[src/design/swc_pkg.sv]
// Constants shared by both ends of the selective-wake configuration link.
// Assumes a 16-bit serial frame: rw bit, 7-bit address, 8-bit data.
package swc_pkg;
  localparam int FRAME_BITS = 16;
  localparam int ADDR_BITS = 7;
  localparam int DATA_BITS = 8;
  localparam int RW_POS = 15;
  localparam int ID_BITS = 29;
  localparam int STD_LSB = 18;
  // Register offsets on the serial link
  localparam logic [6:0] OFS_CTRL = 7'h20;
  localparam logic [6:0] OFS_QUANTA_PER_BIT = 7'h21;
  localparam logic [6:0] OFS_SP = 7'h22;
  localparam logic [6:0] OFS_ID3 = 7'h23;
  localparam logic [6:0] OFS_ID2 = 7'h24;
  localparam logic [6:0] OFS_ID1 = 7'h25;
  localparam logic [6:0] OFS_ID0 = 7'h26;
  localparam logic [6:0] OFS_MASK3 = 7'h27;
  // Reset values and writable-bit masks
  localparam logic [7:0] RST_CTRL = 8'h00;
  localparam logic [7:0] RST_QUANTA_PER_BIT = 8'hA0;
  localparam logic [7:0] RST_SP = 8'h33;
  localparam logic [7:0] RST_ID = 8'h00;
  localparam logic [7:0] WMASK_CTRL = 8'hF1;
  localparam logic [7:0] WMASK_SP = 8'h3F;
  localparam logic [7:0] WMASK_ID0 = 8'h7F;
  // Control and ID0 field positions
  localparam int CAL_POS = 7;
  localparam int UNLOCK_HI = 6;
  localparam int UNLOCK_LO = 5;
  localparam logic [1:0] UNLOCK_KEY = 2'h3;
  localparam int GATE_POS = 4;
  localparam int VALID_POS = 0;
  localparam int RTR_POS = 1;
  localparam int IDE_POS = 0;
  // Host command port (Wishbone byte addresses)
  localparam logic [7:0] HOST_CMD = 8'h00;
  localparam logic [7:0] HOST_STAT = 8'h04;
  localparam int BUSY_POS = 0;
  localparam int RBYTE_LSB = 8;
endpackage : swc_pkg

[src/design/swc_link_if.sv]
// Serial link between host and device ends.
// Assumes the bench instantiates it and joins both ends; no clocking here.
interface swc_link_if;
  logic sclk;
  logic cs_n;
  logic mosi;
  logic miso_o;
  logic miso_oe;
  logic miso;
  // Undriven line reads low; no pull modelled
  assign miso = miso_oe & miso_o;
  modport device (input sclk, input cs_n, input mosi, output miso_o,
    output miso_oe);
  modport host (output sclk, output cs_n, output mosi, input miso);
endinterface : swc_link_if

[src/design/swc_device.sv]
// Device end: serial register slave, wake configuration and frame match.
// Assumes link pins and the transmit pin are asynchronous to clock; frame
// decoder inputs (rx_*) and mode inputs come from logic on clock.
//
// The implementer's own choice: the Wishbone slave port.
module swc_device (
  input wire logic clock,
  input wire logic rstn,
  input wire logic ce,
  input wire logic soft_reset,
  input wire logic stop_mode,
  input wire logic wake_event,
  input wire logic bus_timeout_event,
  input wire logic wake_enabled,
  input wire logic flag_clear,
  input wire logic transceiver_transmit_input,
  input wire logic rx_valid,
  input wire logic [swc_pkg::ID_BITS-1:0] rx_id,
  input wire logic rx_ide,
  input wire logic rx_rtr,
  input wire logic [3:0] rx_dlc,
  input wire logic [3:0] cfg_dlc,
  swc_link_if.device link,
  output logic selective_wake_enable,
  output logic oscillator_calibration_active,
  output logic trim_reference,
  output logic wake_option_write_enable,
  output logic bus_timeout_flag,
  output logic timeout_irq,
  output logic [7:0] quanta_per_bit,
  output logic [5:0] sample_point_fraction,
  output logic wake_frame
);
  typedef enum logic [1:0] {
    SWC_IDLE = 2'b01,
    SWC_SHIFT = 2'b10
  } swc_state_e;

  swc_state_e state_reg;
  logic [2:0] sclk_s, cs_s, mosi_s, txd_s;
  logic sclk_f, cs_f, mosi_f, txd_f;
  logic sclk_rise, sclk_fall, cs_fall;
  logic [4:0] cnt_reg;
  logic [swc_pkg::FRAME_BITS-2:0] in_sh;
  logic [7:0] out_sh;
  logic [6:0] addr_reg;
  logic wr_stb;
  logic [6:0] wr_addr;
  logic [7:0] wr_data;
  logic [7:0] ctrl_reg, quanta_per_bit_reg, sp_reg, id3_reg, id2_reg, id1_reg;
  logic [7:0] id0_reg, mask3_reg;
  logic unlocked;
  logic [swc_pkg::ID_BITS-1:0] cfg_id, cfg_mask, eff_mask;

  // Three-stage capture; a level counts once stages two and three agree
  always_ff @(posedge clock or negedge rstn) begin
    if (!rstn) begin
      sclk_s <= 3'h0;
      cs_s <= 3'h7;
      mosi_s <= 3'h0;
      txd_s <= 3'h7;
      sclk_f <= 1'b0;
      cs_f <= 1'b1;
      mosi_f <= 1'b0;
      txd_f <= 1'b1;
    end else if (ce) begin
      sclk_s <= {sclk_s[1:0], link.sclk};
      cs_s <= {cs_s[1:0], link.cs_n};
      mosi_s <= {mosi_s[1:0], link.mosi};
      txd_s <= {txd_s[1:0], transceiver_transmit_input};
      if (sclk_s[1] == sclk_s[2]) sclk_f <= sclk_s[2];
      if (cs_s[1] == cs_s[2]) cs_f <= cs_s[2];
      if (mosi_s[1] == mosi_s[2]) mosi_f <= mosi_s[2];
      if (txd_s[1] == txd_s[2]) txd_f <= txd_s[2];
    end
  end

  // Edges of the filtered levels
  assign sclk_rise = (sclk_s[1] == sclk_s[2]) & sclk_s[2] & ~sclk_f;
  assign sclk_fall = (sclk_s[1] == sclk_s[2]) & ~sclk_s[2] & sclk_f;
  assign cs_fall = (cs_s[1] == cs_s[2]) & ~cs_s[2] & cs_f;

  // Read view; reserved bits are zero by construction
  function automatic logic [7:0] rd_byte(input logic [6:0] a,
      input logic [7:0] c, input logic [7:0] t, input logic [7:0] s,
      input logic [7:0] i3, input logic [7:0] i2, input logic [7:0] i1,
      input logic [7:0] i0, input logic [7:0] m3);
    case (a)
      swc_pkg::OFS_CTRL: rd_byte = c & swc_pkg::WMASK_CTRL;
      swc_pkg::OFS_QUANTA_PER_BIT: rd_byte = t;
      swc_pkg::OFS_SP: rd_byte = s & swc_pkg::WMASK_SP;
      swc_pkg::OFS_ID3: rd_byte = i3;
      swc_pkg::OFS_ID2: rd_byte = i2;
      swc_pkg::OFS_ID1: rd_byte = i1;
      swc_pkg::OFS_ID0: rd_byte = i0 & swc_pkg::WMASK_ID0;
      swc_pkg::OFS_MASK3: rd_byte = m3;
      default: rd_byte = 8'h00;
    endcase
  endfunction : rd_byte

  // Serial frame engine: sample on rising, shift out on falling
  always_ff @(posedge clock or negedge rstn) begin
    if (!rstn) begin
      state_reg <= SWC_IDLE;
      cnt_reg <= 5'h00;
      in_sh <= '0;
      out_sh <= 8'h00;
      addr_reg <= 7'h00;
      wr_stb <= 1'b0;
      wr_addr <= 7'h00;
      wr_data <= 8'h00;
    end else if (ce) begin
      wr_stb <= 1'b0;
      case (state_reg)
        SWC_IDLE: begin
          if (cs_fall) begin
            state_reg <= SWC_SHIFT;
            cnt_reg <= 5'h00;
            out_sh <= 8'h00;
          end
        end
        SWC_SHIFT: begin
          if (cs_f) begin
            state_reg <= SWC_IDLE;
          end else if (sclk_rise) begin
            in_sh <= {in_sh[13:0], mosi_f};
            cnt_reg <= cnt_reg + 5'h01;
            // Address complete only after the rw bit and seven more
            if (cnt_reg == 5'(swc_pkg::ADDR_BITS + 1)) begin
              addr_reg <= in_sh[6:0];
              out_sh <= rd_byte(in_sh[6:0], ctrl_reg, quanta_per_bit_reg, sp_reg,
                id3_reg, id2_reg, id1_reg, id0_reg, mask3_reg);
            end
            if (cnt_reg == 5'(swc_pkg::FRAME_BITS - 1)) begin
              wr_stb <= in_sh[swc_pkg::RW_POS-1];
              wr_addr <= addr_reg;
              wr_data <= {in_sh[6:0], mosi_f};
            end
          end else if (sclk_fall && cnt_reg > 5'(swc_pkg::DATA_BITS)) begin
            out_sh <= {out_sh[6:0], 1'b0};
          end
        end
        default: state_reg <= SWC_IDLE;
      endcase
    end
  end

  assign link.miso_o = out_sh[7];
  assign link.miso_oe = ~cs_f;

  // Configuration registers; soft reset reloads, restart keeps contents
  always_ff @(posedge clock or negedge rstn) begin
    if (!rstn) begin
      quanta_per_bit_reg <= swc_pkg::RST_QUANTA_PER_BIT;
      sp_reg <= swc_pkg::RST_SP;
      id3_reg <= swc_pkg::RST_ID;
      id2_reg <= swc_pkg::RST_ID;
      id1_reg <= swc_pkg::RST_ID;
      id0_reg <= swc_pkg::RST_ID;
      mask3_reg <= swc_pkg::RST_ID;
    end else if (ce) begin
      if (soft_reset) begin
        quanta_per_bit_reg <= swc_pkg::RST_QUANTA_PER_BIT;
        sp_reg <= swc_pkg::RST_SP;
        id3_reg <= swc_pkg::RST_ID;
        id2_reg <= swc_pkg::RST_ID;
        id1_reg <= swc_pkg::RST_ID;
        id0_reg <= swc_pkg::RST_ID;
        mask3_reg <= swc_pkg::RST_ID;
      end else if (wr_stb) begin
        case (wr_addr)
          swc_pkg::OFS_QUANTA_PER_BIT: quanta_per_bit_reg <= wr_data;
          swc_pkg::OFS_SP: sp_reg <= wr_data & swc_pkg::WMASK_SP;
          swc_pkg::OFS_ID3: id3_reg <= wr_data;
          swc_pkg::OFS_ID2: id2_reg <= wr_data;
          swc_pkg::OFS_ID1: id1_reg <= wr_data;
          swc_pkg::OFS_ID0: id0_reg <= wr_data & swc_pkg::WMASK_ID0;
          swc_pkg::OFS_MASK3: mask3_reg <= wr_data;
          default: ;
        endcase
      end
    end
  end

  // Control register; host set of valid beats a same-cycle wake clear,
  // but never in stop mode, where any configuration write invalidates
  always_ff @(posedge clock or negedge rstn) begin
    if (!rstn) begin
      ctrl_reg <= swc_pkg::RST_CTRL;
    end else if (ce) begin
      if (soft_reset) begin
        ctrl_reg <= swc_pkg::RST_CTRL;
      end else if (wr_stb && wr_addr == swc_pkg::OFS_CTRL) begin
        ctrl_reg <= wr_data & swc_pkg::WMASK_CTRL;
        if (stop_mode) ctrl_reg[swc_pkg::VALID_POS] <= 1'b0;
      end else if (wr_stb && wr_addr >= swc_pkg::OFS_QUANTA_PER_BIT &&
          wr_addr <= swc_pkg::OFS_MASK3) begin
        ctrl_reg[swc_pkg::VALID_POS] <= 1'b0;
      end else if (wake_event) begin
        ctrl_reg[swc_pkg::VALID_POS] <= 1'b0;
      end
    end
  end

  assign unlocked = ctrl_reg[swc_pkg::UNLOCK_HI:swc_pkg::UNLOCK_LO] ==
    swc_pkg::UNLOCK_KEY;
  assign wake_option_write_enable = unlocked;
  assign selective_wake_enable = ctrl_reg[swc_pkg::VALID_POS];

  // Calibration and trim reference output
  always_ff @(posedge clock or negedge rstn) begin
    if (!rstn) begin
      oscillator_calibration_active <= 1'b0;
      trim_reference <= 1'b0;
    end else if (ce) begin
      oscillator_calibration_active <= ctrl_reg[swc_pkg::CAL_POS] &
        unlocked;
      trim_reference <= ctrl_reg[swc_pkg::CAL_POS] & unlocked & txd_f;
    end
  end

  // Sticky timeout flag; an event with wake_enabled set beats a same-cycle clear
  always_ff @(posedge clock or negedge rstn) begin
    if (!rstn) begin
      bus_timeout_flag <= 1'b0;
    end else if (ce) begin
      if (bus_timeout_event && wake_enabled) begin
        bus_timeout_flag <= 1'b1;
      end else if (flag_clear) begin
        bus_timeout_flag <= 1'b0;
      end
    end
  end

  assign timeout_irq = bus_timeout_flag & ctrl_reg[swc_pkg::GATE_POS];
  assign quanta_per_bit = quanta_per_bit_reg;
  assign sample_point_fraction = sp_reg[5:0];

  // Compare set: only the high mask byte lives here, rest compares all
  assign cfg_id = {id3_reg, id2_reg, id1_reg, id0_reg[6:2]};
  assign cfg_mask = {mask3_reg, {(swc_pkg::ID_BITS-8){1'b1}}};
  // Standard format compares only bits 28:18
  assign eff_mask = id0_reg[swc_pkg::IDE_POS] ? cfg_mask :
    (cfg_mask & ({swc_pkg::ID_BITS{1'b1}} << swc_pkg::STD_LSB));

  // Wake frame decision, one-cycle pulse
  always_ff @(posedge clock or negedge rstn) begin
    if (!rstn) begin
      wake_frame <= 1'b0;
    end else if (ce) begin
      wake_frame <= rx_valid && selective_wake_enable &&
        (((rx_id ^ cfg_id) & eff_mask) == '0) &&
        (rx_ide == id0_reg[swc_pkg::IDE_POS]) &&
        (rx_rtr == id0_reg[swc_pkg::RTR_POS]) &&
        (rx_dlc == cfg_dlc);
    end
  end
endmodule : swc_device

[src/flat_wrapper.sv]
// flat-port wrapper written by rule: the top's interface ports become plain ports
module swc_device_flat 
  (clock, rstn, ce, soft_reset, stop_mode, wake_event, bus_timeout_event, wake_enabled, flag_clear, transceiver_transmit_input, rx_valid, rx_id, rx_ide, rx_rtr, rx_dlc, cfg_dlc, selective_wake_enable, oscillator_calibration_active, trim_reference, wake_option_write_enable, bus_timeout_flag, timeout_irq, quanta_per_bit, sample_point_fraction, wake_frame, link_sclk, link_cs_n, link_mosi, link_miso_o, link_miso_oe);
  swc_link_if link_i ();
  input wire logic clock;
  input wire logic rstn;
  input wire logic ce;
  input wire logic soft_reset;
  input wire logic stop_mode;
  input wire logic wake_event;
  input wire logic bus_timeout_event;
  input wire logic wake_enabled;
  input wire logic flag_clear;
  input wire logic transceiver_transmit_input;
  input wire logic rx_valid;
  input wire logic [swc_pkg::ID_BITS-1:0] rx_id;
  input wire logic rx_ide;
  input wire logic rx_rtr;
  input wire logic [3:0] rx_dlc;
  input wire logic [3:0] cfg_dlc;
  output logic selective_wake_enable;
  output logic oscillator_calibration_active;
  output logic trim_reference;
  output logic wake_option_write_enable;
  output logic bus_timeout_flag;
  output logic timeout_irq;
  output logic [7:0] quanta_per_bit;
  output logic [5:0] sample_point_fraction;
  output logic wake_frame;
  input wire logic [$bits(link_i.sclk)-1:0] link_sclk;
  input wire logic [$bits(link_i.cs_n)-1:0] link_cs_n;
  input wire logic [$bits(link_i.mosi)-1:0] link_mosi;
  output wire logic [$bits(link_i.miso_o)-1:0] link_miso_o;
  output wire logic [$bits(link_i.miso_oe)-1:0] link_miso_oe;
  assign link_i.sclk = link_sclk;
  assign link_i.cs_n = link_cs_n;
  assign link_i.mosi = link_mosi;
  assign link_miso_o = link_i.miso_o;
  assign link_miso_oe = link_i.miso_oe;
  swc_device u_core (.clock(clock), .rstn(rstn), .ce(ce), .soft_reset(soft_reset), .stop_mode(stop_mode), .wake_event(wake_event), .bus_timeout_event(bus_timeout_event), .wake_enabled(wake_enabled), .flag_clear(flag_clear), .transceiver_transmit_input(transceiver_transmit_input), .rx_valid(rx_valid), .rx_id(rx_id), .rx_ide(rx_ide), .rx_rtr(rx_rtr), .rx_dlc(rx_dlc), .cfg_dlc(cfg_dlc), .link(link_i), .selective_wake_enable(selective_wake_enable), .oscillator_calibration_active(oscillator_calibration_active), .trim_reference(trim_reference), .wake_option_write_enable(wake_option_write_enable), .bus_timeout_flag(bus_timeout_flag), .timeout_irq(timeout_irq), .quanta_per_bit(quanta_per_bit), .sample_point_fraction(sample_point_fraction), .wake_frame(wake_frame));
endmodule
[config.mk]
export PLATFORM = sky130hd
export DESIGN_NAME = swc_device_flat
export DESIGN_NICKNAME = d
export VERILOG_FILES = /design/src/design/swc_pkg.sv /design/src/design/swc_link_if.sv /design/src/design/swc_device.sv /design/src/flat_wrapper.sv
export SDC_FILE = /design/constraint.sdc
export NUM_CORES = 1
export LEC_CHECK = 0
export BUFFER_PORTS_ARGS = -buffer_cell sky130_fd_sc_hd__buf_2
export CORE_MARGIN = 2
export CORE_UTILIZATION = 55
export CTS_CLUSTER_SIZE = 24
export DETAILED_ROUTE_END_ITERATION = 8
export GPL_TIMING_DRIVEN = 0
export PLACE_DENSITY = 0.76
export SYNTH_ARGS = -nofsm -noshare
export SYNTH_HDL_FRONTEND = slang
export SYNTH_SLANG_ARGS = --single-unit
[constraint.sdc]
create_clock -name clock -period 2.4 [get_ports clock]
set_input_delay 0.48 -clock clock [delete_from_list [all_inputs] [get_ports clock]]
set_output_delay 0.48 -clock clock [all_outputs]
set_load 0.005 [all_outputs]
==> impl_metrics.json, run 1 <==
{
  "ir_drop_mv": 0.546,
  "synthCells": 575,
  "worstPathMaxFanout": 8,
  "grt_pass1_vias": 4915,
  "antenna-diode-count": 0,
  "cts_buffer_depth": 2,
  "drive_above_1_share_pct": 35.9,
  "hold_viol": 0,
  "slew_viol_final": 0,
  "drt-pass1-iter-count": 4,
  "clkPwrFrac_pct": 45.5,
  "ctsHoldBuffers": 0,
  "fin_util_pct": 65.9,
  "synth-seq-cells": 131,
  "p_per_area_nw_per_um2": 755,
  "clock-sinks": 131,
  "post_cts_buffers": 0,
  "vias_per_cell": 5.90,
  "relSlewSlack_pct": 37.8,
  "fin_crit_sh_pct": 92.6,
  "hp-class": "in -> async",
  "post_drt_wl_per_cell_um": 19.8,
  "setup_viol": 0,
  "p_int_mw": 4.36,
  "hpwl_um": 11700,
  "syn-num-nets": 636,
  "final_cells": 829,
  "htreeDepth": 4,
  "io_buffers": 74,
  "status": "completed",
  "layout_setup_ws_ns": 0.177,
  "clk-insertion-delay-late_ns": 0.42,
  "cp.arrival_ns": 2.57,
  "syn_area_per_cell_um2": 11.5,
  "drc": 0,
  "pwr-share-comb_pct": 13.4,
  "period_minus_slack_ns": 2.22,
  "yosysSeqAreaShare_pct": 49.7,
  "most-common-layout-cells": "dfrtp_1 (116), nand2_1 (82), mux2_2 (81), buf_2 (80), o21ai_0 (30)",
  "crit_path_start_kind": "register",
  "core_area_um2": 11900,
  "largest_register_ff_count": 15,
  "start_util_pct": 55.7,
  "ys.warnings.count": 0,
  "worstMarginPinSlew_ns": 0.931,
  "leakagePower_nw": 3.80,
  "cap_viol_max_count": 0,
  "fin_area_um2": 7850,
  "place_congestion": 0.878,
  "power_mw": 5.92,
  "synth_cell_types": 65,
  "row_count": 40,
  "antenna_found_initial": 0,
  "skew_ns": 0.0109,
  "num_io_pins": 76,
  "clk_pin_slew_ns": 0.05,
  "synth-async-reset-ratio_pct": 100,
  "p_sw_share_pct": 26.4,
  "fp.dieH_um": 114,
  "routed_wirelength_um": 16400,
  "grt-ovfl-total": 0,
  "die_x_um": 114,
  "grt_pass1_wl_um": 26100,
  "cts_inserted_buffers": 17,
  "root_buffer": "clkbuf_16",
  "top_register": "u_core.in_sh",
  "p_switching_mw": 1.56,
  "final_common_cell": "dfrtp_1",
  "pre_cts_slack_ns": 0.126,
  "cts_tree": "built",
  "syn-cell-area_um2": 6640,
  "drtIter0Drc": 362,
  "grtUsageTotal_pct": 26.5,
  "whs_ns": 0.0512,
  "synth_edf_count": 0,
  "place_inst": 797,
  "design.die.area_um2": 13000,
  "critical_path_class": "reg -> reg",
  "ant_nets": 0,
  "timing.fmax_mhz": 450,
  "seqPwrFrac_pct": 41.1,
  "rsz0062_at_grt": "false",
  "vias": 4891,
  "grt_max_degree": 69,
  "postPlaceCellArea_um2": 7220,
  "synth-main-ff-cell": "dfrtp_1",
  "area_growth_pct": 18.3,
  "tns_ns": 0,
  "fin_nets": 730,
  "crit_path_end_kind": "register",
  "worstPathRequired_ns": 2.75
}
## worst max-delay path: stages (launching register included)
cell,delay [ns]
dfstp_2,0.56
inv_1,0.05
ha_1,0.27
nand2b_1,0.19
nor3_4,0.30
nand4_2,0.30
a211oi_2,0.33
a221o_1,0.16
## path summary, 6_finish.rpt
path                                                       from                                   end  slack (ns)  depth (start not counted)
worst max register to register  u_core.state_reg[0]$_DFFE_PN1P_          u_core.out_sh[7]$_DFFE_PN0P_        0.18                          7
max in group asynchronous                                  rstn  u_core.quanta_per_bit[5]$_DFFE_PN1P_        1.57                          2
worst min-delay path                                       rstn          u_core.sclk_s[1]$_DFFE_PN0P_        0.05                          1
worst min register to register      u_core.in_sh[9]$_DFFE_PN0P_          u_core.in_sh[10]$_DFFE_PN0P_        0.47                          2
worst max-delay path            u_core.state_reg[0]$_DFFE_PN1P_          u_core.out_sh[7]$_DFFE_PN0P_        0.18                          7
min in group clock                                    link_mosi          u_core.mosi_s[0]$_DFFE_PN0P_        0.30                          2
## area by class of cell
cell class	count	area [um2]
clock inverter	11	149
buffer	23	108
fill	923	4060
sequential	131	3300
clock buffer	21	470
tap	147	184
inverter	19	71.3
multi-input combinational	402	3160
timing repair buffer	75	404
## synthesized netlist by cell type, types with 6 or more instances
| cell | count | share of area (%) |
|---|---|---|
| xor2_1 | 22 | 2.9 |
| a31oi_1 | 12 | 1.1 |
| ha_1 | 8 | 1.5 |
| dfrtp_1 | 116 | 44 |
| xnor2_1 | 13 | 1.7 |
| o221ai_1 | 6 | 0.79 |
| nand4_1 | 6 | 0.57 |
| o21ai_0 | 30 | 2.3 |
| a22o_1 | 6 | 0.79 |
| buf_2 | 7 | 0.53 |
| dfstp_2 | 15 | 5.9 |
| nor2_1 | 11 | 0.62 |
| mux2_4 | 8 | 1.8 |
| a21oi_1 | 15 | 1.1 |
| inv_1 | 17 | 0.96 |
| mux2_2 | 81 | 14 |
| nor2b_1 | 14 | 1.3 |
| clkbuf_1 | 11 | 0.62 |
| nand3_1 | 7 | 0.53 |
| mux2i_1 | 12 | 1.8 |
| nand2_1 | 82 | 4.6 |
## kinds of logic (layout without fill, tap and decap cells)
| logic type | after synthesis | in the layout | share of synthesized area, % |
|---|---|---|---|
| mux | 105 | 105 | 18.7 |
| simple gates | 152 | 152 | 12.1 |
| xor+xnor | 35 | 35 | 4.62 |
| compound gates | 102 | 102 | 10.6 |
| fa+ha+maj | 8 | 8 | 1.51 |
| flops | 131 | 131 | 49.7 |
| buf+inv | 42 | 149 | 2.70 |
## power by group through the flow
stage	Sequential, mW	Clock (mW)	Combinational [mW]
global placement	2.46	0	0.747
finish	2.43	2.70	0.796
detailed placement	2.47	0	0.781
global route	2.45	2.81	0.882
CTS	2.43	2.72	0.789
floorplan	2.44	0	0.513
## metal layers
layer / global-route usage, % / vias to the layer above / part of all wire [%]
met1: 35.4 / 2464 / 43
met5: 0 / - / 0
li1: - / 2249 / -
met4: 9.35 / 0 / 2.4
met2: 42.4 / 142 / 49
met3: 6.75 / 36 / 5.6
## repair_timing
item / CTS / global route
gates resized for setup: 0 / 1
setup endpoints to repair: 0 / 1
endpoints found under the hold margin: 0 / 0
Note: power is estimated with default switching activity, not from simulation.
==> inputs of run 2 (changes only) <==
Settings changed: CORE_UTILIZATION 55 to 58, PLACE_DENSITY 0.76 to 0.79.
Clock period 2.4 ns to 2.6 ns, I/O delays scaled along.
==> impl_metrics.json, run 2 (synthesis gave the netlist of run 1 again) <==
{
  "status": "completed",
  "clk-insertion-delay-late_ns": 0.42,
  "core_area_um2": 11300,
  "design.die.area_um2": 12300,
  "vias_per_cell": 5.99,
  "root_buffer": "clkbuf_16",
  "fin_crit_sh_pct": 85.2,
  "num_io_pins": 76,
  "clock-sinks": 131,
  "rrSetupSlack_ns": 0.38,
  "grt-ovfl-total": 0,
  "hpwl_um": 11200,
  "postPlaceCellArea_um2": 7220,
  "antenna-diode-count": 0,
  "grt_pass1_wl_um": 26200,
  "cp_top_family": "simple AND/OR/NAND/NOR gates",
  "holdPathStages": 2,
  "hp-class": "in -> reg",
  "drc": 0,
  "r2r-end": "u_core.out_sh[7]$_DFFE_PN0P_",
  "fin_util_pct": 70.2,
  "min_to": "u_core.txd_s[0]$_DFFE_PN1P_",
  "ant_nets": 0,
  "largest_register_ff_count": 15,
  "htreeDepth": 4,
  "start_util_pct": 58.9,
  "place_congestion": 0.888,
  "slowest_stage": "dfstp_2",
  "timing.fmax_mhz": 451,
  "antenna_found_initial": 0,
  "slew_viol_final": 0,
  "grt_pass1_vias": 4962,
  "setup_viol": 0,
  "leakagePower_nw": 3.85,
  "final_common_cell": "dfrtp_1",
  "worstPathRequired_ns": 2.96,
  "skew_ns": 0.00601,
  "drt-pass1-iter-count": 5,
  "clk_pin_slew_ns": 0.06,
  "worstSetupPathDepth": 7,
  "rsz0062_at_grt": "false",
  "grt_max_degree": 103,
  "cap_viol_max_count": 0,
  "fin_nets": 731,
  "crit_chain": "inv_1, ha_1, nand2b_1, nor3_4, nand4_2, a211oi_1, a221o_1",
  "most-common-layout-cells": "dfrtp_1 (116), nand2_1 (82), mux2_2 (81), buf_2 (80), o21ai_0 (30)",
  "hold_viol": 0,
  "cts_inserted_buffers": 17,
  "grtUsageTotal_pct": 27.5,
  "drtIter0Drc": 354,
  "critical_path_class": "reg -> reg",
  "ir_drop_mv": 0.482,
  "p_per_area_nw_per_um2": 725,
  "layout_setup_ws_ns": 0.384,
  "reg2reg_depth": 7,
  "period_minus_slack_ns": 2.22,
  "vias": 4951,
  "worstPathMaxFanout": 8,
  "worstMarginPinSlew_ns": 0.869,
  "worst-path-buf-inv": 1,
  "reg2reg_from": "u_core.state_reg[0]$_DFFE_PN1P_",
  "cpPeakStageDelay_ns": 0.55,
  "relSlewSlack_pct": 41.9,
  "hold_start": "transceiver_transmit_input",
  "top_register": "u_core.in_sh",
  "crit_path_start_kind": "register",
  "routed_wirelength_um": 16100,
  "area_growth_pct": 19.3,
  "n_fill_cell": 800,
  "post_cts_buffers": 0,
  "cp.arrival_ns": 2.57,
  "fp.dieH_um": 111,
  "drive_above_1_share_pct": 35.7,
  "post_drt_wl_per_cell_um": 19.5,
  "pre_cts_slack_ns": 0.420,
  "cts_buffer_depth": 2,
  "io_buffers": 74,
  "die_x_um": 111,
  "row_count": 39,
  "cts_tree": "built",
  "fin_area_um2": 7910,
  "crit_path_end_kind": "register"
}
[run 2: worst max-delay path by stage]
| stage | start | endpoint | slack [ns] |
|---|---|---|---|
| 2_1_floorplan | u_core.state_reg[0]$_DFFE_PN1P_ | u_core.out_sh[7]$_DFFE_PN0P_ | 0.66 |
| 3_3_place_gp | rstn | u_core.id0_reg[5]$_DFFE_PN0P_ | -0.63 |
| 3_5_place_dp | u_core.state_reg[0]$_DFFE_PN1P_ | u_core.out_sh[7]$_DFFE_PN0P_ | 0.42 |
| 4_1_cts | u_core.state_reg[0]$_DFFE_PN1P_ | u_core.out_sh[7]$_DFFE_PN0P_ | 0.40 |
| 5_1_grt | u_core.state_reg[0]$_DFFE_PN1P_ | u_core.out_sh[7]$_DFFE_PN0P_ | 0.30 |
| 6_report | u_core.state_reg[0]$_DFFE_PN1P_ | u_core.out_sh[7]$_DFFE_PN0P_ | 0.38 |
[run 2: layout make-up]
class	count	area (um2)	share of cell area (%)
Buffer	23	108	1.36
Clock buffer	22	484	6.12
Clock inverter	10	200	2.53
Inverter	19	71.3	0.901
Multi-Input combinational cell	402	3160	39.9
Sequential cell	131	3300	41.7
Tap cell	143	179	2.26
Timing Repair Buffer	76	414	5.23
[run 2: metrics by stage]
| step | hold slack (ns) | setup TNS (ns) | std cells | power [mW] |
|---|---|---|---|---|
| after floorplan | 0.224 | 0 | 575 | 2.73 |
| after global placement | 0.447 | -71.88 | 792 | 2.96 |
| after detailed placement | 0.416 | 0 | 793 | 3.00 |
| after CTS | 0.323 | 0 | 826 | 5.75 |
| after global routing | 0.339 | 0 | 826 | 5.95 |
| final | 0.336 | 0 | 826 | 5.74 |
[run 2: repair_timing]
| action | 4_1_cts | 5_1_grt |
|---|---|---|
| endpoints found under the hold margin | 29 | 0 |
| gates resized for setup | 0 | 0 |
| hold buffers | 1 | 0 |
| endpoints found under the setup margin | 0 | 0 |
[run 2: power breakdown]
group          leakage [nW]  total [mW]  switching [mW]  internal [mW]
registers              1.76        2.25          0.0831           2.16
clock network         0.340        2.77           0.872           1.89
logic                  1.75       0.728           0.452          0.277
total                  3.85        5.74            1.41           4.33
[run 2: metal layers]
metal | vias to the layer above | wire length, um | global-route usage, %
met5 | - | 0 | 0
met4 | 0 | 405 | 11.0
met3 | 34 | 977 | 6.67
met2 | 172 | 7750 | 42.8
met1 | 2498 | 6990 | 37.6
li1 | 2247 | - | -
[run 2: worst reg2reg max path: cells and delay by family (launching register included)]
family / cells / cell delay, ns
AO/OA/AOI/OAI: 2 / 0.48
adder cells (fa/ha/maj): 1 / 0.27
flip-flops: 1 / 0.55
buffers and inverters: 1 / 0.05
AND/OR/NAND/NOR: 3 / 0.80
